File: src/include/pidp_pkg.sv
// How it works
// [RULE1] transceiver read data reaches the user read-data output unregistered and unchanged
// [RULE2] user read-ready mirrors the transceiver port ready, marking read data valid
// [RULE3] port-busy is high whenever the configuration port is not the user's
// [RULE4] user raises access request to ask for the configuration port
// [RULE5] a 5-bit phase step word goes to the interpolator step input each update
// [RULE6] drive port enable, write enable, 9-bit address, 16-bit data; accept ready, data
// [RULE7] detector result is shown as a 21-bit signed debug output
// [RULE8] loop filter output (control voltage) is shown as 22-bit signed
// [RULE9] 8-bit accumulator value plus accumulator and filter/converter strobes are shown
// [RULE10] each loop strobe loads detector error into filter, clears detector; strobe shown
// [RULE11] four flags: detector overflow, filter input, integrator, output saturation
// [RULE12] user keeps proportional gain between zero and 0x12
// [RULE13] user keeps integral gain between zero and 0x14
// [RULE14] reference divided by its 16-bit setting plus two
// [RULE15] transmit clock divided by the 16-bit local setting plus two
// [RULE16] 4-bit interpolator step size 1 to 15; zero gives no step
// [RULE17] loop strobe comes from a 16-bit rate setting, default 0x07ff
// [RULE18] user holds both divider enables high for normal operation
// [RULE19] offset-override enable replaces filter output with the direct offset input
// [RULE20] freeze stops filter output updates, keeping the last value
// [RULE21] gains act as two to the set value; integral gain best at least 1
// [RULE22] user ties the reserved 8-bit and 10-bit inputs to zero
// [RULE23] reset held eight cycles; first detector error and interpolator word are zero
// [RULE24] arbiter reset resets only the arbiter, loop keeps running
// [RULE25] user holds request until busy low; on release device regains port, busy high
// [RULE26] detector runs in freeze and override; override end shows live filter value
// [RULE27] divided reference event is synchronised into the transmit clock domain
package pidp_pkg;
   localparam int ADDR_W = 9;
   localparam int DATA_W = 16;
   localparam int ERR_W = 21;
   localparam int VOLT_W = 22;
   localparam int ACC_W = 8;
   localparam int STEP_W = 5;
   localparam int SIZE_W = 4;
   localparam int GAIN_W = 5;
   localparam int DIV_W = 16;
   localparam int RSVD_C_W = 8;
   localparam int RSVD_PN_W = 10;
   localparam logic [GAIN_W-1:0] G1_MAX = 5'h12;
   localparam logic [GAIN_W-1:0] G2_MAX = 5'h14;
   localparam logic [DIV_W-1:0] RATE_DEF = 16'h07ff;
   localparam logic [2:0] PI_DIV = 3'h6;
   localparam int WIDE_W = 48;
   localparam int AB_W = 40;
   localparam int INT_W = 40;
   localparam int FILT_SHIFT = 18;
   localparam int SD_W = 23;
   localparam logic signed [WIDE_W-1:0] SD_HALF = 48'sh200000;
   localparam logic signed [WIDE_W-1:0] SD_FULL = 48'sh400000;
   localparam logic [ADDR_W-1:0] PI_ADDR_DEF = 9'h000;

   typedef enum logic [1:0] {ARB_OWN, ARB_DRAIN, ARB_USER} pidp_arb_state_type;

   // saturation to the full two's-complement w-bit signed range
   function automatic logic signed [WIDE_W-1:0] pidp_clamp(
      input logic signed [WIDE_W-1:0] v,
      input int                       w);
      logic signed [WIDE_W-1:0] hi;
      hi = (48'sh1 <<< (w - 1)) - 48'sh1;
      if (v > hi) return hi;
      else if (v < -hi - 48'sh1) return -hi - 48'sh1;
      else return v;
   endfunction

   // terminal count of a divide-by-(setting+2) counter
   function automatic logic pidp_div_end(
      input logic [DIV_W:0]   cnt,
      input logic [DIV_W-1:0] setting);
      return cnt == {1'b0, setting} + 17'h1;
   endfunction
endpackage // pidp_pkg

File: src/include/pidp_cfg_if.sv
// device-side write requests toward the configuration port arbiter
interface pidp_cfg_if;
   import pidp_pkg::*;
   logic              req;
   logic [ADDR_W-1:0] addr;
   logic [DATA_W-1:0] wdata;
   logic              grant;
   modport loop (output req, output addr, output wdata, input grant);
   modport arb (input req, input addr, input wdata, output grant);
endinterface // pidp_cfg_if

File: src/pidp_arbiter.sv
module pidp_arbiter (
   input  logic                          mclk,
   input  logic                          rst_n,
   input  logic                          ce,
   input  logic                          arb_reset,
   input  logic                          access_req,
   input  logic                          user_port_enable,
   input  logic                          user_port_write,
   input  logic [pidp_pkg::ADDR_W-1:0]   user_port_addr,
   input  logic [pidp_pkg::DATA_W-1:0]   user_port_wdata,
   input  logic                          cfg_port_ready_in,
   output logic                          cfg_port_enable_out,
   output logic                          cfg_port_write_out,
   output logic [pidp_pkg::ADDR_W-1:0]   cfg_port_addr_out,
   output logic [pidp_pkg::DATA_W-1:0]   cfg_port_wdata_out,
   output logic                          port_busy_out,
   pidp_cfg_if.arb                       dev
);
   import pidp_pkg::*;
   pidp_arb_state_type state_r, state_nxt;
   logic              pend_r, busy_r, en_r, we_r;
   logic [ADDR_W-1:0] addr_r;
   logic [DATA_W-1:0] data_r;
   logic              arb_clr, dev_issue, user_sel;

   // the loop writes only while it owns the port and nothing is outstanding
   assign arb_clr = !rst_n || arb_reset; // see [RULE24]
   assign dev.grant = (state_r == ARB_OWN) && !pend_r;
   assign dev_issue = dev.req && dev.grant;
   assign user_sel = state_r == ARB_USER;

   // a pending loop write must finish before the user gets the port
   always_comb begin
      state_nxt = state_r;
      case (state_r)
         ARB_OWN: if (access_req) state_nxt = ARB_DRAIN; // see [RULE4]
         ARB_DRAIN: begin
            if (!access_req) state_nxt = ARB_OWN;
            else if (!pend_r) state_nxt = ARB_USER;
         end
         ARB_USER: if (!access_req) state_nxt = ARB_OWN; // see [RULE25]
         default: state_nxt = ARB_OWN;
      endcase
   end

   // state, busy and outstanding-write tracking
   always_ff @(posedge mclk) begin
      if (arb_clr) begin
         state_r <= ARB_OWN;
         busy_r <= 1'b1;
         pend_r <= 1'b0;
      end else if (ce) begin
         state_r <= state_nxt;
         busy_r <= state_nxt != ARB_USER; // see [RULE3]
         pend_r <= dev_issue || (pend_r && !cfg_port_ready_in);
      end
   end

   // port drive: user strobes pass one cycle late once granted
   always_ff @(posedge mclk) begin
      if (arb_clr) begin
         en_r <= 1'b0;
         we_r <= 1'b0;
         addr_r <= '0;
         data_r <= '0;
      end else if (ce) begin
         en_r <= user_sel ? user_port_enable : dev_issue; // see [RULE6]
         we_r <= user_sel ? user_port_write : dev_issue;
         addr_r <= user_sel ? user_port_addr : dev.addr;
         data_r <= user_sel ? user_port_wdata : dev.wdata;
      end
   end

   assign cfg_port_enable_out = en_r;
   assign cfg_port_write_out = we_r;
   assign cfg_port_addr_out = addr_r;
   assign cfg_port_wdata_out = data_r;
   assign port_busy_out = busy_r;

   property p_release_busy;
      @(posedge mclk) disable iff (!rst_n)
      (ce && !arb_reset && !access_req && !port_busy_out) |=> port_busy_out;
   endproperty
   a_release_busy: assert property (p_release_busy) // see [RULE25]
      else $error("busy did not rise after request removal");

   // the loop may issue its own write right after the reset; the user may not
   property p_arb_reset;
      @(posedge mclk) disable iff (!rst_n)
      arb_reset |=> port_busy_out && !cfg_port_enable_out
         ##1 port_busy_out && (!cfg_port_enable_out || $past(dev_issue));
   endproperty
   a_arb_reset: assert property (p_arb_reset) // see [RULE24]
      else $error("arbiter reset did not take the port back");

   property p_user_pass;
      @(posedge mclk) disable iff (!rst_n)
      (ce && !arb_reset && user_port_enable && !port_busy_out)
         |=> cfg_port_enable_out && cfg_port_addr_out == $past(user_port_addr);
   endproperty
   a_user_pass: assert property (p_user_pass) // see [RULE6]
      else $error("granted user access not forwarded");
endmodule // pidp_arbiter

File: src/pidp_top.sv
// The address map and the strobed register port are this design's own decisions.
module pidp_top #(
   parameter logic [pidp_pkg::ADDR_W-1:0] PI_ADDR = pidp_pkg::PI_ADDR_DEF
) (
   input  logic                                 mclk,
   input  logic                                 rst_n,
   input  logic                                 ce,
   input  logic                                 ref_clk_in,
   input  logic                                 arb_reset,
   input  logic                                 access_req,
   input  logic                                 user_port_enable,
   input  logic                                 user_port_write,
   input  logic [pidp_pkg::ADDR_W-1:0]          user_port_addr,
   input  logic [pidp_pkg::DATA_W-1:0]          user_port_wdata,
   output logic                                 user_read_ready,
   output logic [pidp_pkg::DATA_W-1:0]          user_read_data,
   output logic                                 port_busy_out,
   output logic                                 cfg_port_enable_out,
   output logic                                 cfg_port_write_out,
   output logic [pidp_pkg::ADDR_W-1:0]          cfg_port_addr_out,
   output logic [pidp_pkg::DATA_W-1:0]          cfg_port_wdata_out,
   input  logic [pidp_pkg::DATA_W-1:0]          cfg_port_rdata_in,
   input  logic                                 cfg_port_ready_in,
   output logic [pidp_pkg::STEP_W-1:0]          phase_step_out,
   output logic signed [pidp_pkg::ERR_W-1:0]    error_out,
   output logic signed [pidp_pkg::VOLT_W-1:0]   volt_out,
   output logic [pidp_pkg::ACC_W-1:0]           accumulator_value_out,
   output logic                                 accumulator_strobe_out,
   output logic                                 filter_dac_strobe_out,
   output logic                                 loop_strobe_out,
   output logic                                 detector_overflow_flag,
   output logic                                 filter_input_sat_flag,
   output logic                                 integrator_sat_flag,
   output logic                                 filter_output_sat_flag,
   input  logic [pidp_pkg::GAIN_W-1:0]          proportional_gain,
   input  logic [pidp_pkg::GAIN_W-1:0]          integral_gain,
   input  logic [pidp_pkg::DIV_W-1:0]           ref_div_setting,
   input  logic [pidp_pkg::DIV_W-1:0]           local_div_setting,
   input  logic [pidp_pkg::SIZE_W-1:0]          interp_step_size,
   input  logic [pidp_pkg::DIV_W-1:0]           loop_rate_setting,
   input  logic                                 local_divider_enable,
   input  logic                                 reference_divider_enable,
   input  logic [pidp_pkg::RSVD_C_W-1:0]        rsvd_c_in,
   input  logic [pidp_pkg::RSVD_PN_W-1:0]       rsvd_p_in,
   input  logic [pidp_pkg::RSVD_PN_W-1:0]       rsvd_n_in,
   input  logic signed [pidp_pkg::VOLT_W-1:0]   offset_value,
   input  logic                                 offset_enable,
   input  logic                                 freeze
);
   import pidp_pkg::*;
   pidp_cfg_if dev_if ();

   logic                     ref_s1_r, ref_s2_r, ref_s3_r;
   logic [DIV_W:0]           ref_cnt_r, loc_cnt_r;
   logic                     ref_evt_r, loc_evt_r;
   logic [DIV_W-1:0]         rate_cnt_r;
   logic [2:0]               pi_cnt_r;
   logic                     dsp_r, pi2_r, pi_r;
   logic signed [ERR_W-1:0]  pd_r, err_r;
   logic signed [WIDE_W-1:0] integ_r;
   logic signed [VOLT_W-1:0] filt_r, volt_r;
   logic signed [SD_W-1:0]   sd_r;
   logic [ACC_W-1:0]         phase_r;
   logic [STEP_W-1:0]        step_r;
   logic                     detector_overflow_flag_r, filter_input_sat_flag_r, integrator_sat_flag_r, filter_output_sat_flag_r;

   // reference edge seen only after the two-stage synchroniser
   logic ref_edge, ref_wrap, loc_wrap, dsp_end;
   assign ref_edge = ref_s2_r && !ref_s3_r; // see [RULE27]
   assign ref_wrap = pidp_div_end(ref_cnt_r, ref_div_setting);
   assign loc_wrap = pidp_div_end(loc_cnt_r, local_div_setting);
   assign dsp_end = rate_cnt_r == loop_rate_setting;

   // synchroniser for the asynchronous reference
   always_ff @(posedge mclk) begin
      if (!rst_n) begin
         ref_s1_r <= 1'b0;
         ref_s2_r <= 1'b0;
         ref_s3_r <= 1'b0;
      end else if (ce) begin
         ref_s1_r <= ref_clk_in;
         ref_s2_r <= ref_s1_r; // see [RULE27]
         ref_s3_r <= ref_s2_r;
      end
   end

   // reference divider counts synchronised edges, period R+2
   always_ff @(posedge mclk) begin
      if (!rst_n) begin
         ref_cnt_r <= '0;
         ref_evt_r <= 1'b0;
      end else if (ce) begin
         ref_evt_r <= ref_edge && reference_divider_enable && ref_wrap; // see [RULE14]
         if (ref_edge && reference_divider_enable) begin // see [RULE18]
            ref_cnt_r <= ref_wrap ? '0 : ref_cnt_r + 17'h1;
         end
      end
   end

   // local divider counts transmit clock cycles, period V+2
   always_ff @(posedge mclk) begin
      if (!rst_n) begin
         loc_cnt_r <= '0;
         loc_evt_r <= 1'b0;
      end else if (ce) begin
         loc_evt_r <= local_divider_enable && loc_wrap; // see [RULE15]
         if (local_divider_enable) begin
            loc_cnt_r <= loc_wrap ? '0 : loc_cnt_r + 17'h1;
         end
      end
   end

   // loop-rate and interpolator-rate strobes
   always_ff @(posedge mclk) begin
      if (!rst_n) begin
         rate_cnt_r <= '0;
         pi_cnt_r <= '0;
         dsp_r <= 1'b0;
         pi2_r <= 1'b0;
         pi_r <= 1'b0;
      end else if (ce) begin
         rate_cnt_r <= dsp_end ? '0 : rate_cnt_r + 16'h1; // see [RULE17]
         dsp_r <= dsp_end;
         pi2_r <= dsp_r;
         pi_cnt_r <= (pi_cnt_r == PI_DIV - 3'h1) ? '0 : pi_cnt_r + 3'h1;
         pi_r <= pi_cnt_r == PI_DIV - 3'h1;
      end
   end

   // detector: +1 per reference event, -1 per local event, restarted per loop
   logic signed [WIDE_W-1:0] pd_delta, pd_sum, pd_sat;
   assign pd_delta = (ref_evt_r == loc_evt_r) ? 48'sh0 : (ref_evt_r ? 48'sh1 : -48'sh1);
   assign pd_sum = (dsp_r ? 48'sh0 : WIDE_W'(pd_r)) + pd_delta; // see [RULE10]
   assign pd_sat = pidp_clamp(pd_sum, ERR_W);

   // detector keeps running through freeze and override
   always_ff @(posedge mclk) begin
      if (!rst_n) begin
         pd_r <= '0;
         err_r <= '0;
         detector_overflow_flag_r <= 1'b0;
      end else if (ce) begin
         pd_r <= ERR_W'(pd_sat); // see [RULE26]
         if (dsp_r) err_r <= pd_r; // see [RULE10]
         detector_overflow_flag_r <= (pd_sat != pd_sum) || (detector_overflow_flag_r && !dsp_r); // see [RULE11]
      end
   end

   // gains clamped to their legal maximum, applied as shifts
   logic [GAIN_W-1:0]        g1_eff, g2_eff;
   logic signed [WIDE_W-1:0] prop_raw, int_raw, prop_c, int_c;
   logic signed [WIDE_W-1:0] integ_sum, integ_c, filt_sum, filt_c;
   logic                     ab_sat, int_sat, volt_sat, filt_upd;
   logic signed [VOLT_W-1:0] filt_nxt;
   assign g1_eff = (proportional_gain > G1_MAX) ? G1_MAX : proportional_gain; // see [RULE12]
   assign g2_eff = (integral_gain > G2_MAX) ? G2_MAX : integral_gain; // see [RULE13]
   assign prop_raw = WIDE_W'(err_r) <<< g1_eff; // see [RULE21]
   assign int_raw = WIDE_W'(err_r) <<< g2_eff;
   assign prop_c = pidp_clamp(prop_raw, AB_W);
   assign int_c = pidp_clamp(int_raw, AB_W);
   assign ab_sat = (prop_c != prop_raw) || (int_c != int_raw);
   assign integ_sum = integ_r + int_c;
   assign integ_c = pidp_clamp(integ_sum, INT_W);
   assign int_sat = integ_c != integ_sum;
   assign filt_sum = (prop_c + integ_c) >>> FILT_SHIFT;
   assign filt_c = pidp_clamp(filt_sum, VOLT_W);
   assign volt_sat = filt_c != filt_sum;
   assign filt_upd = pi2_r && !freeze; // see [RULE20]
   assign filt_nxt = filt_upd ? VOLT_W'(filt_c) : filt_r;

   // filter: freeze gates integrator and output; override only the output
   always_ff @(posedge mclk) begin
      if (!rst_n) begin
         integ_r <= '0;
         filt_r <= '0;
         volt_r <= '0;
      end else if (ce) begin
         if (filt_upd) integ_r <= integ_c;
         filt_r <= filt_nxt;
         volt_r <= offset_enable ? offset_value : filt_nxt; // see [RULE19]
      end
   end

   // saturation flags hold until the next loop strobe; a new hit wins
   always_ff @(posedge mclk) begin
      if (!rst_n) begin
         filter_input_sat_flag_r <= 1'b0;
         integrator_sat_flag_r <= 1'b0;
         filter_output_sat_flag_r <= 1'b0;
      end else if (ce) begin
         filter_input_sat_flag_r <= (pi2_r && ab_sat) || (filter_input_sat_flag_r && !dsp_r); // see [RULE11]
         integrator_sat_flag_r <= (filt_upd && int_sat) || (integrator_sat_flag_r && !dsp_r);
         filter_output_sat_flag_r <= (filt_upd && volt_sat) || (filter_output_sat_flag_r && !dsp_r);
      end
   end

   // first-order sigma-delta: positive voltage subtracts phase
   logic signed [WIDE_W-1:0] sd_sum, sd_adj;
   logic                     fire_dn, fire_up, do_step;
   logic [ACC_W-1:0]         phase_nxt;
   assign sd_sum = WIDE_W'(sd_r) + WIDE_W'(volt_r);
   assign fire_dn = sd_sum >= SD_HALF;
   assign fire_up = sd_sum < -SD_HALF;
   assign sd_adj = fire_dn ? sd_sum - SD_FULL : (fire_up ? sd_sum + SD_FULL : sd_sum);
   assign do_step = (fire_dn || fire_up) && (interp_step_size != 4'h0); // see [RULE16]
   assign phase_nxt = fire_dn ? phase_r - ACC_W'(interp_step_size)
                              : phase_r + ACC_W'(interp_step_size);

   // accumulator and step word update at the interpolator rate
   always_ff @(posedge mclk) begin
      if (!rst_n) begin
         sd_r <= '0;
         phase_r <= '0;
         step_r <= '0;
      end else if (ce) begin
         if (pi_r) sd_r <= SD_W'(sd_adj);
         if (pi_r && do_step) phase_r <= phase_nxt;
         step_r <= (pi_r && do_step) ? {fire_dn, interp_step_size} : '0; // see [RULE5]
      end
   end

   // the written word is the phase before this update, so the first one is zero
   assign dev_if.req = pi_r; // see [RULE23]
   assign dev_if.addr = PI_ADDR;
   assign dev_if.wdata = {{(DATA_W - ACC_W){1'b0}}, phase_r};

   pidp_arbiter u_arb (
      .mclk                (mclk),
      .rst_n               (rst_n),
      .ce                  (ce),
      .arb_reset           (arb_reset),
      .access_req          (access_req),
      .user_port_enable    (user_port_enable),
      .user_port_write     (user_port_write),
      .user_port_addr      (user_port_addr),
      .user_port_wdata     (user_port_wdata),
      .cfg_port_ready_in   (cfg_port_ready_in),
      .cfg_port_enable_out (cfg_port_enable_out),
      .cfg_port_write_out  (cfg_port_write_out),
      .cfg_port_addr_out   (cfg_port_addr_out),
      .cfg_port_wdata_out  (cfg_port_wdata_out),
      .port_busy_out       (port_busy_out),
      .dev                 (dev_if.arb)
   );

   // read path is a straight wire; a register here would skew ready and data
   assign user_read_data = cfg_port_rdata_in; // see [RULE1]
   assign user_read_ready = cfg_port_ready_in; // see [RULE2]
   assign phase_step_out = step_r;
   assign error_out = err_r; // see [RULE7]
   assign volt_out = volt_r; // see [RULE8]
   assign accumulator_value_out = phase_r; // see [RULE9]
   assign accumulator_strobe_out = pi_r;
   assign filter_dac_strobe_out = pi2_r;
   assign loop_strobe_out = dsp_r;
   assign detector_overflow_flag = detector_overflow_flag_r;
   assign filter_input_sat_flag = filter_input_sat_flag_r;
   assign integrator_sat_flag = integrator_sat_flag_r;
   assign filter_output_sat_flag = filter_output_sat_flag_r;

   property p_reset_zero;
      @(posedge mclk) disable iff (!rst_n)
      $rose(rst_n) |-> error_out == '0 && phase_step_out == '0 && !dev_if.wdata[0];
   endproperty
   a_reset_zero: assert property (p_reset_zero) // see [RULE23]
      else $error("first outputs after reset not zero");

   property p_load_error;
      @(posedge mclk) disable iff (!rst_n)
      (ce && loop_strobe_out) |=> error_out == $past(pd_r) && pd_r >= -21'sh1 && pd_r <= 21'sh1;
   endproperty
   a_load_error: assert property (p_load_error) // see [RULE10]
      else $error("loop strobe did not load and clear the detector");

   property p_zero_step;
      @(posedge mclk) disable iff (!rst_n)
      (ce && interp_step_size == 4'h0) |=> phase_step_out == '0 && $stable(accumulator_value_out);
   endproperty
   a_zero_step: assert property (p_zero_step) // see [RULE16]
      else $error("zero step size produced a phase step");

   property p_override;
      @(posedge mclk) disable iff (!rst_n)
      (ce && offset_enable) |=> volt_out == $past(offset_value);
   endproperty
   a_override: assert property (p_override) // see [RULE19]
      else $error("offset override not applied");

   property p_live_after;
      @(posedge mclk) disable iff (!rst_n)
      (ce && !offset_enable) |=> volt_out == filt_r;
   endproperty
   a_live_after: assert property (p_live_after) // see [RULE26]
      else $error("filter output not shown without override");

   property p_freeze;
      @(posedge mclk) disable iff (!rst_n)
      (ce && freeze && filter_dac_strobe_out) |=> $stable(filt_r) && $stable(integ_r);
   endproperty
   a_freeze: assert property (p_freeze) // see [RULE20]
      else $error("filter moved while frozen");

   property p_pd_flag;
      @(posedge mclk) disable iff (!rst_n)
      (ce && detector_overflow_flag && !loop_strobe_out) |=> detector_overflow_flag;
   endproperty
   a_pd_flag: assert property (p_pd_flag) // see [RULE11]
      else $error("detector overflow flag dropped before loop strobe");

   property p_step_strobe;
      @(posedge mclk) disable iff (!rst_n)
      (phase_step_out != '0) |-> $past(accumulator_strobe_out) && $past(ce);
   endproperty
   a_step_strobe: assert property (p_step_strobe) // see [RULE5]
      else $error("phase step outside interpolator update");
endmodule // pidp_top

File: config.mk
export PLATFORM = sky130hd
export DESIGN_NAME = pidp_top
export DESIGN_NICKNAME = d
export VERILOG_FILES = /design/src/include/pidp_pkg.sv /design/src/include/pidp_cfg_if.sv /design/src/pidp_arbiter.sv /design/src/pidp_top.sv
export SDC_FILE = /design/constraint.sdc
export NUM_CORES = 1
export LEC_CHECK = 0
export ABC_AREA = 1
export BUFFER_PORTS_ARGS = -buffer_cell sky130_fd_sc_hd__buf_2
export CAP_MARGIN = 20
export CELL_PAD_IN_SITES_DETAIL_PLACEMENT = 1
export CELL_PAD_IN_SITES_GLOBAL_PLACEMENT = 1
export CORE_MARGIN = 5
export CORE_UTILIZATION = 42
export DETAILED_ROUTE_END_ITERATION = 10
export PLACE_DENSITY_LB_ADDON = 0.1
export SYNTH_ARGS = -nofsm -noshare
export SYNTH_HDL_FRONTEND = slang
export SYNTH_HIERARCHICAL = 1
export SYNTH_SLANG_ARGS = --single-unit
File: constraint.sdc
create_clock -name mclk -period 12.37 [get_ports mclk]
set_input_delay 0.6185 -clock mclk [delete_from_list [all_inputs] [get_ports mclk]]
set_output_delay 0.6185 -clock mclk [all_outputs]
set_load 0.03 [all_outputs]
* Word level (Yosys, flattened, before mapping)
Index checks and enable logic that the tools add are counted.
** Cells by class
- Add/subtract/negate cells :: 14
- Magnitude comparators :: 14
- Equal/unequal tests :: 13
- Shift-type cells :: 2
- Mux-type cells :: 34
- Reduce and logical (&&, ||, !) cells :: 39
** Operators by type and width (count)
- $mux 48 :: 13
- $ne 48x48->1 :: 4
- $add 48x48->48 :: 3
- $gt 48x40->1 const B :: 3
- $lt 48x40->1 const B :: 3
- $sshl 21x5->48 :: 2
- $gt 48x21->1 const B :: 1
- $lt 48x21->1 const B :: 1
- $ne 48x30->1 :: 1
- $mux 23 :: 2
- $mux 22 :: 2
- $add 16x1->17 const B :: 2
- $add 17x1->17 const B :: 2
- $eq 17x17->1 :: 2
- $mux 17 :: 2
- $mux 16 :: 2
- $gt 30x22->1 const B :: 1
- $lt 30x22->1 const B :: 1
- $add 23x22->24 :: 1
- $ge 24x23->1 const B :: 1
- $lt 24x22->1 const B :: 1
- $add 23x23->23 const B :: 1
- $sub 23x23->23 const B :: 1
- $logic_and 1x1->1 :: 17
- other kinds (23) :: 47
** Word-level totals
- Register bits after elaboration :: 266
- Input port bits :: 166
- Output and inout bits :: 108
- Word-level logic and storage cells :: 147

* Longest topological paths before layout
Gate-level depths: netlist of the first run.
- Depth after elaboration :: 17
- Depth in mapped cells :: 75
- Mapped depth without buffers :: 69

* Cells and area by module
Netlist of the first run, hierarchy kept.
** Modules (own cells, without submodules)
- pidp_top :: times used 1, cells each 4182, area an instance 24154.4 um2, sequential area each 4704.5 um2
- pidp_arbiter :: times used 1, cells each 263, area an instance 1574.0 um2, sequential area each 620.6 um2

* Worst setup path after synthesis of the first run
Ideal clock, no wire load.
- Kind :: input-to-reg
- Start :: in integral_gain[0] in the netlist's numbering
- End :: reg volt_r[13] (netlist: volt_out[13])
- Setup time :: 0.132 ns
- Arrival :: 9.200 ns
- Required time :: 12.238 ns
- Setup slack :: 3.037 ns
- Cell stages on the path :: 58
- Path buffers :: 10
- Cell sequence :: buf_4 > nor2_1 > nand2_1 > nand2_4 > nand2_2 > buf_6 > nand3_2 > nand3_1 > nand3_2 > and2_1 > o21ai_0 > ha_1 > clkbuf_1 > clkbuf_1 > o21ai_0 > ha_1 > nand2_1 > nor2_1 > [... 22 more ...] > inv_1 > a21oi_1 > inv_1 > a221oi_1 > nand2_2 > xor2_2 > nor2_1 > nand3_1 > ha_1 > buf_1 > clkbuf_1 > o21ai_0 > inv_1 > nand2_1 > nand2_1 > nand2_1 > nand2_1 > a21oi_1
** On the way
- Cells in the longest elaborated chain, start to end :: 16
- Elaborated cells on any way between the ends :: 19
- Classes of those cells :: add/sub (2); order compare (7); shift (1); mux (9)
** Ends and longest elaborated chain
- start, declared :: RTL line pidp_top.sv:36 : input logic [pidp_pkg::GAIN_W-1:0] integral_gain,
- $gt 5x5->1 :: RTL line pidp_top.sv:156 : assign g2_eff = (integral_gain > G2_MAX) ? G2_MAX : integral_gain;
- $mux 5 (*) :: RTL line pidp_top.sv:156
- $sshl 21x5->48 (*) :: RTL line pidp_top.sv:158 : assign int_raw = WIDE_W'(err_r) <<< g2_eff;
- $lt 48x40->1 :: RTL line pidp_pkg.sv:63 : else if (v < -hi - 48'sh1) return -hi - 48'sh1;
- $mux 48 :: RTL line pidp_pkg.sv:63
- $mux 48 (*) :: RTL line pidp_pkg.sv:62 : if (v > hi) return hi;
- $add 48x48->48 (*) :: RTL line pidp_top.sv:162 : assign integ_sum = integ_r + int_c;
- $lt 48x40->1 :: RTL line pidp_pkg.sv:63
- $mux 48 :: RTL line pidp_pkg.sv:63
- $mux 48 (*) :: RTL line pidp_pkg.sv:62
- net integ_c[20] :: RTL line pidp_top.sv:152 : logic signed [WIDE_W-1:0] integ_sum, integ_c, filt_sum, filt_c;
- $add 48x48->48 (*) :: RTL line pidp_top.sv:165 : assign filt_sum = (prop_c + integ_c) >>> FILT_SHIFT;
- $lt 30x22->1 :: RTL line pidp_pkg.sv:63
- $mux 48 :: RTL line pidp_pkg.sv:63
- $mux 48 (*) :: RTL line pidp_pkg.sv:62
- $mux 22 (*) :: RTL line pidp_top.sv:169 : assign filt_nxt = filt_upd ? VOLT_W'(filt_c) : filt_r;
- $mux 22 (*) :: RTL line pidp_top.sv:180 : volt_r <= offset_enable ? offset_value : filt_nxt;
- end signal, assigned :: RTL line pidp_top.sv:180
- end, declared :: RTL line pidp_top.sv:61 : logic signed [VOLT_W-1:0] filt_r, volt_r;
Mark *: on every way through the listed nets, which the timed path passes. The rest lies on a longest branch.
A chain may end at the register's enable or synchronous reset.

* Worst setup path in the final report of the first run
- Start :: in integral_gain[4] in the netlist's numbering
- End :: reg volt_r[16] (netlist: volt_out[16])
The elaborated chain is that of the path after synthesis.

==> results of run 1 <==
## per-stage QoR
stage / utilization [%] / area, um^2 / worst slack (ps)
2_1_floorplan: - / 25800 / 3040
3_3_place_gp: 45.2 / 27300 / 1330
3_5_place_dp: 45.2 / 27300 / 1230
4_1_cts: 47.0 / 28400 / 1830
5_1_grt: 47.0 / 28400 / 688
6_report: 47.0 / 28400 / 1540
## routing by layer
layer	track usage, %	vias up	part of all wire (%)
met5	0	-	0.059
met4	6.47	6	2.6
met3	4.01	141	4.9
met2	47.3	512	47
met1	35.6	13400	46
li1	-	14400	-
## tightest hold or removal path: cells and delay by family
| kind | cells | cell delay, ps |
|---|---|---|
| buf+inv | 1 | 90 |
| simple gates | 2 | 110 |
## state kept, by name (all words and copies together), names as in the netlist, 2 cells and up
| register | cells |
|---|---|
| integ_r | 48 |
| sd_r | 23 |
| filt_r | 22 |
| volt_out | 22 |
| error_out | 21 |
| pd_r | 21 |
| loc_cnt_r | 17 |
| ref_cnt_r | 17 |
| rate_cnt_r | 16 |
| u_arb/cfg_port_wdata_out | 16 |
| u_arb/cfg_port_addr_out | 9 |
| accumulator_value_out | 8 |
| phase_step_out | 5 |
| pi_cnt_r | 3 |
| u_arb/state_r | 2 |
## cell usage in the layout (no fill, tap or decap), drive strengths merged, types with 5 or more instances in the layout
cell type  count
a221oi        10
clkbuf        43
conb          17
buf          244
o21a           8
xor2         105
nand3b        15
and3           5
nor4          28
o221ai         6
nand4         42
and2           5
o21bai        18
nand2       1169
or2           36
o31ai          5
o22ai          6
xnor2         50
o211ai        17
nor3b          8
clkinv        13
a211oi        11
nor3          53
a31oi         44
mux2i          8
dfxtp        266
a21oi        291
nand3        198
ha           152
nor2         598
inv          675
o21ai        404
a2111oi        5
## how the worst max path moves through the flow
| stage | startpoint | to | slack [ps] | cells past startpoint |
|---|---|---|---|---|
| after floorplan | integral_gain[0] | volt_out[13] | 3040 | 58 |
| after global placement | integral_gain[4] | volt_out[16] | 1330 | 53 |
| after detailed placement | integral_gain[4] | volt_out[16] | 1230 | 53 |
| after CTS | integral_gain[4] | volt_out[16] | 1830 | 53 |
| after global routing | integral_gain[4] | volt_out[16] | 690 | 62 |
| final | integral_gain[4] | volt_out[16] | 1540 | 54 |
## power by group
part,internal [mW],switching [mW]
registers,0.877,0.0145
logic,0.175,0.389
clock network,0.591,0.401
total,1.64,0.804
## cell type report
cell class                 instances  area [um^2]  share of cell area (%)
antenna                            2         5.00                  0.0176
clock buffer                      43          901                    3.17
clock inverter                    14          194                   0.683
inverter                         680         2550                    8.99
multi-input combinational       3346        17100                    60.4
sequential                       266         5330                    18.7
tap                              782          978                    3.44
timing repair buffer             244         1300                    4.58
==> results.tsv, run 1 <==
metric	value	unit
status	finished clean	
placed_cells	5317	
post_cts_buffers	0	
leakagePower	14.8	nW
finalSetupViolCount	0	
timing.rr.start	error_out[18]	
gp_congestion	0.963	
path_clk_slew	60	ps
grt_max_degree	89	
slew_violations	0	
tns	0	ps
final_nets	4891	
antenna_found_initial	6	
grt_pass1_vias	28100	
wirelength	95100	um
finalClockSkew	8.90	ps
final_cells	5377	
syn_avg_cell_area	5.79	um^2
areaGrowthSynthToFinish	10.4	%
hold_viol_final	0	
path_class	in -> reg	
fin_crit	10830	ps
slew_headroom	32.7	%
cp.required	12830	ps
synthCells	4444	
rr_endpoint	volt_out[16]	
cp_top_family	simple AND/OR/NAND/NOR gates	
grt_pass1_wl	149000	um
cts.htree.levels	1	
clock-sinks	266	
endpoint_kind	flop	
rows	90	
portBuffers	213	
initial_utilization	42.5	%
core	0.0605	mm^2
tightest_slew	1010	ps
yosys_warnings	6	
cp-start-kind	input pin	
fmax	92.4	MHz
min_path_cells	3	
cts_hold_buf	0	
rr_worst_depth	49	
drive_above_1_share	8.73	%
postRouteAntennaNets	0	
wl_per_cell	17.7	um
powerDensity	86.1	mW/mm^2
root_buffer	clkbuf_16	
drv_cap	0	
finalCritPeriodShare	87.5	%
dpl.hpwl	76600	um
max_stage_delay	630	ps
cts_resized	0	
cts_buffer_depth	3	
die_width	257	um
die_y	257	um
path_buf_inv	12	
hold-path-endpoint	u_arb/port_busy_out	
drt_first_pass_iters	5	
track_usage	27.2	%
hold_ws	252	ps
hold_start	arb_reset	
min_path_type	in -> reg	
cpMaxStageDelayCell	ha_1	
cp_max_fo	24	
clk_latency	600	ps
critPathArrivalTime	11280	ps
rrSetupSlack	2310	ps
vias_per_cell	5.31	
dr_total_vias	28500	
cpMostUsedCell	nand2_1	
ir_worst_vdd	0.000111	V
rsz0062_at_grt	no	
ios	274	
cts_buffers	31	
overflow	0	
syn_area	0.0257	mm^2
power	2.45	mW
dieArea	0.0663	mm^2
drc_errors	0	
initialDrtViolationCount	1507	
cts_tree	done	
n_fill_cell	8661	
(Power assumes the default switching activity.)
==> inputs of run 2 (changes only) <==
- CORE_UTILIZATION: 42 -> 43
- CTS_BUF_LIST: unset -> sky130_fd_sc_hd__clkbuf_4 sky130_fd_sc_hd__clkbuf_8
- MAX_ROUTING_LAYER: unset -> met4
- TNS_END_PERCENT: unset -> 1
==> results.tsv, run 2 (synthesis results as in run 1) <==
metric	value	unit	change
finalSetupViolCount	0		unchanged
ir_worst_vdd	0.0000648	V	-41%
gp_congestion	0.971		+0.80%
dieArea	0.0648	mm^2	-2.2%
placed_cells	5306		-0.21%
critPathArrivalTime	11310	ps	+30 ps
cts_buffers	49		+58%
slew_violations	0		unchanged
max_stage_delay	610	ps	-20 ps
final_nets	4908		+0.35%
cts.htree.levels	2		+1
antenna_found_initial	6		unchanged
postRouteAntennaNets	0		unchanged
portBuffers	213		unchanged
clk_latency	650	ps	+50 ps
core	0.0591	mm^2	-2.2%
tns	0	ps	unchanged
cp_max_fo	31		+29%
wirelength	94100	um	-1.1%
hold_ws	196	ps	-55.3 ps
final_cells	5392		+0.28%
p_comb_share	24.2	%	+1.2 points
cts_buffer_depth	3		unchanged
cp-start-kind	input pin		
n_fill_cell	8530		-1.5%
fmax	92.6	MHz	+0.28%
wl_per_cell	17.5	um	-1.3%
swShare	34.5	%	+1.6 points
rows	89		-1.1%
layout_common_cells	nand2_1, inv_1, nor2_1		
cts_hold_buf	0		unchanged
clock-sinks	266		unchanged
path_buf_inv	11		-1
powerDensity	81.8	mW/mm^2	-5.1%
ios	274		unchanged
final_cell_area	0.0283	mm^2	-0.52%
status	finished clean		
finalCritPeriodShare	87.3	%	-0.25 points
cts_tree	done		
track_usage	28.7	%	+1.6 points
path_class	in -> reg		
cp.depth	53		-1.9%
dr_total_vias	28500		-0.0070%
initialDrtViolationCount	1406		-6.7%
cpMostUsedCell	nand2_1		
cts_resized	0		unchanged
place_area	0.0273	mm^2	about the same
p_switching	797	uW	-0.93%
rsz0062_at_grt	no		
initial_utilization	43.5	%	+0.96 points
vias_per_cell	5.29		-0.29%
slew_headroom	24.2	%	-8.5 points
die_width	255	um	-1.1%
largest_reg_flops	48		unchanged
layout_commonest_cell	nand2_1		
power.share.sequential	38.6	%	+2.2 points
leakagePower	14.7	nW	-0.18%
rr_worst_depth	45		-8.2%
hold_viol_final	0		unchanged
areaGrowthSynthToFinish	9.85	%	
finalClockSkew	38.1	ps	+29.2 ps
endpoint_kind	flop		
reg_top3	integ_r: 48 flops, sd_r: 23 flops		
p_int	1.51	mW	-7.9%
tightest_slew	1130	ps	+119 ps
drc_errors	0		unchanged
root_buffer	clkbuf_8		
grt_pass1_wl	147000	um	-1.3%
path_clk_slew	60	ps	about the same
post_cts_buffers	0		unchanged
drv_cap	0		unchanged
fin_crit	10800	ps	-30.6 ps
drive_above_1_share	9.17	%	+0.44 points
cpMaxStageDelayCell	ha_1		
utilization	47.8	%	+0.81 points
p_clk_share	37.2	%	-3.3 points
dpl.hpwl	76500	um	about the same
regMostFlops	integ_r		
min_path_type	in -> reg		
cp_top_family	simple AND/OR/NAND/NOR gates		
drt_first_pass_iters	5		unchanged
cp.required	12880	ps	+50 ps
min_path_cells	3		unchanged
grt_max_degree	66		-26%
die_y	255	um	-1.1%
overflow	0		unchanged
grt_pass1_vias	28100		-0.13%
run 2: cell count changes in the layout (fill, tap and decap cells not counted), moves of 2 or more:
cell        delta
diode_2        +5
clkinv_2       -5
clkbuf_16     -31
clkbuf_8      +48
buf_4          -2
clkinvlp_4     -2
clkbuf_1       -4
bufinv_16      -4
clkbuf_4      +17
run 2: worst paths after layout:
check | from | end | slack (ps)
setup / recovery | integral_gain[4] | volt_out[17] | 1570
setup reg to reg | error_out[20] | volt_out[17] | 1740
hold / removal | arb_reset | u_arb/port_busy_out | 200
hold reg to reg | phase_step_out[1] | phase_step_out[1] | 470
run 2: power by group through the flow:
| stage | registers (mW) | logic [mW] | clock network [mW] |
|---|---|---|---|
| final | 0.892 | 0.560 | 0.858 |
| after global routing | 0.894 | 0.619 | 0.919 |
| after CTS | 0.892 | 0.555 | 0.885 |
| after detailed placement | 0.910 | 0.552 | 0 |
| after global placement | 0.909 | 0.542 | 0 |
| after floorplan | 0.921 | 0.375 | 0 |
run 2: routing by layer:
metal | vias up | GRT usage (%) | wire length, um
li1 | 14500 | - | -
met4 | 0 | 8.18 | 2700
met2 | 479 | 47.5 | 43800
met1 | 13400 | 36.7 | 43500
met3 | 156 | 4.43 | 4130
met5 | - | - | 0
run 2: tightest hold or removal path: stages:
cell and delay, ps:
buf_2 80, nor2_1 60, nand2_1 60
run 2: through the flow:
step           setup slack [ps]  total power, mW
2_1_floorplan              3040             1.30
3_3_place_gp               1400             1.45
3_5_place_dp               1130             1.46
4_1_cts                    1720             2.33
5_1_grt                     511             2.43
6_report                   1570             2.31
run 2: area by class of cell:
type                    count  area (um^2)  share of cell area [%]
diodes                      7         17.5                  0.0620
clock buffers              73          898                    3.18
clock inverters             4         48.8                   0.173
inverters                 680         2550                    9.04
multi-input cells        3346        17100                    60.7
flip-flops and latches    266         5330                    18.8
well taps                 773          967                    3.42
repair buffers            243         1300                    4.60
==> inputs of run 3 (changes only) <==
- CELL_PAD_IN_SITES_DETAIL_PLACEMENT: 1 -> 2
- CELL_PAD_IN_SITES_GLOBAL_PLACEMENT: 1 -> 2
- CORE_UTILIZATION: 43 -> 32
- CTS_BUF_LIST: sky130_fd_sc_hd__clkbuf_4 sky130_fd_sc_hd__clkbuf_8 -> sky130_fd_sc_hd__clkbuf_8
==> results.tsv, run 3 (synthesis results as in run 1) <==
metric	value	unit	change
status	finished clean		
reg_top3	integ_r: 48 flops, sd_r: 23 flops		
grt_max_degree	64		-3.0%
hold_viol_final	0		unchanged
cts_buffers	56		+14%
finalSetupViolCount	0		unchanged
tns	0	ps	unchanged
min_path_type	in -> reg		
endpoint_kind	flop		
p_clk_share	40.6	%	+3.4 points
final_cells	5699		+5.7%
ir_worst_vdd	0.0000642	V	-1.0%
cp_max_fo	33		+6.5%
critPathArrivalTime	11550	ps	+240 ps
rows	104		+17%
ios	274		unchanged
drive_above_1_share	9.32	%	+0.15 points
core	0.0802	mm^2	+36%
fin_crit	11020	ps	+227 ps
tightest_slew	1030	ps	-99.3 ps
hold_start	arb_reset		
swShare	35.4	%	+0.87 points
slew_headroom	31.4	%	+7.2 points
clock-sinks	266		unchanged
leakagePower	14.9	nW	+1.1%
rr_worst_depth	51		+13%
initial_utilization	32.1	%	-11 points
place_area	0.0277	mm^2	+1.5%
drv_cap	0		unchanged
p_int	1.61	mW	+6.1%
layout_commonest_cell	nand2_1		
track_usage	24.9	%	-3.8 points
die_y	294	um	+15%
postRouteAntennaNets	0		unchanged
gp_congestion	0.948		-2.4%
antenna_found_initial	5		-1
path_class	in -> reg		
clk_latency	690	ps	+40 ps
cts_tree	done		
largest_reg_flops	48		unchanged
cp.required	12900	ps	+20 ps
cts_hold_buf	0		unchanged
cts_resized	0		unchanged
cpMaxStageDelayCell	ha_1		
powerDensity	86.1	mW/mm^2	+5.3%
regMostFlops	integ_r		
layout_common_cells	nand2_1, inv_1, nor2_1		
post_cts_buffers	0		unchanged
final_cell_area	0.0289	mm^2	+2.1%
placed_cells	5598		+5.5%
final_nets	4920		+0.24%
vias_per_cell	5.09		-3.9%
slew_violations	0		unchanged
p_comb_share	23.4	%	-0.8 points
power.share.sequential	35.9	%	-2.7 points
drc_errors	0		unchanged
finalCritPeriodShare	89.1	%	+1.8 points
portBuffers	213		unchanged
drt_first_pass_iters	4		-1
hold-path-endpoint	u_arb/port_busy_out		
wl_per_cell	19.1	um	+9.3%
cts_buffer_depth	3		unchanged
overflow	0		unchanged
max_stage_delay	940	ps	+330 ps
n_fill_cell	10400		+22%
rrSetupSlack	1840	ps	+100 ps
min_path_cells	3		unchanged
rsz0062_at_grt	no		
cts.htree.levels	2		unchanged
dr_total_vias	29000		+1.6%
grt_pass1_vias	30500		+8.5%
finalClockSkew	40.5	ps	+2.41 ps
utilization	36.0	%	-12 points
dieArea	0.0862	mm^2	+33%
fmax	90.7	MHz	-2.1%
rr_endpoint	volt_out[17]		
path_clk_slew	60	ps	about the same
areaGrowthSynthToFinish	12.1	%	
cpMostUsedCell	nand2_1		
initialDrtViolationCount	1292		-8.1%
die_width	294	um	+15%
cp-start-kind	input pin		
p_switching	878	uW	+10%
timing.rr.start	error_out[20]		
root_buffer	clkbuf_8		
grt_pass1_wl	170000	um	+15%
dpl.hpwl	88800	um	+16%
wirelength	109000	um	+15%
-- run 3: worst max-delay path by stage --
stage | from | endpoint | slack [ps] | cells after the start
2_1_floorplan | integral_gain[0] | volt_out[13] | 3040 | 58
3_3_place_gp | integral_gain[0] | volt_out[17] | 1090 | 52
3_5_place_dp | integral_gain[0] | volt_out[17] | 670 | 60
4_1_cts | integral_gain[0] | volt_out[17] | 1350 | 60
5_1_grt | integral_gain[0] | volt_out[17] | 200 | 60
6_report | integral_gain[0] | volt_out[17] | 1350 | 60
-- run 3: stage by stage --
stage | hold WS (ps) | total power [mW] | setup slack, ps
finish | 184 | 2.48 | 1350
global route | 153 | 2.62 | 197
CTS | 128 | 2.52 | 1350
detailed placement | 460 | 1.49 | 674
global placement | 449 | 1.47 | 1090
floorplan | 442 | 1.30 | 3040
-- run 3: power by group through the flow --
stage          sequential, mW  combinational, mW  clock (mW)
2_1_floorplan           0.921              0.375           0
3_3_place_gp            0.909              0.564           0
3_5_place_dp            0.910              0.579           0
4_1_cts                 0.892              0.583        1.05
5_1_grt                 0.894              0.644        1.08
6_report                0.892              0.582        1.01
-- run 3: final cells by class --
class | count | area, um^2 | share of cell area [%]
multi-input combinational | 3346 | 17100 | 59.4
timing repair buffer | 248 | 1330 | 4.61
inverter | 680 | 2550 | 8.86
antenna | 3 | 7.51 | 0.0260
sequential | 266 | 5330 | 18.5
clock buffer | 70 | 963 | 3.34
tap | 1060 | 1330 | 4.60
clock inverter | 26 | 195 | 0.677
-- run 3: critical path: cells and delay by family --
kind	cells	cell delay, ps
buffers and inverters	10	1710
xor gates and xnor gates	1	160
and+or+nand+nor	40	5790
AOI/OAI and AO/OA	4	720
adders and majority gates	5	2500
-- run 3: per-layer routing --
layer / vias up / routed length (um) / GRT usage (%)
li1: 14500 / - / -
met1: 14100 / 50400 / 31.4
met2: 304 / 53400 / 43.8
met3: 106 / 2880 / 2.48
met4: 0 / 2050 / 4.75
met5: - / 0 / -
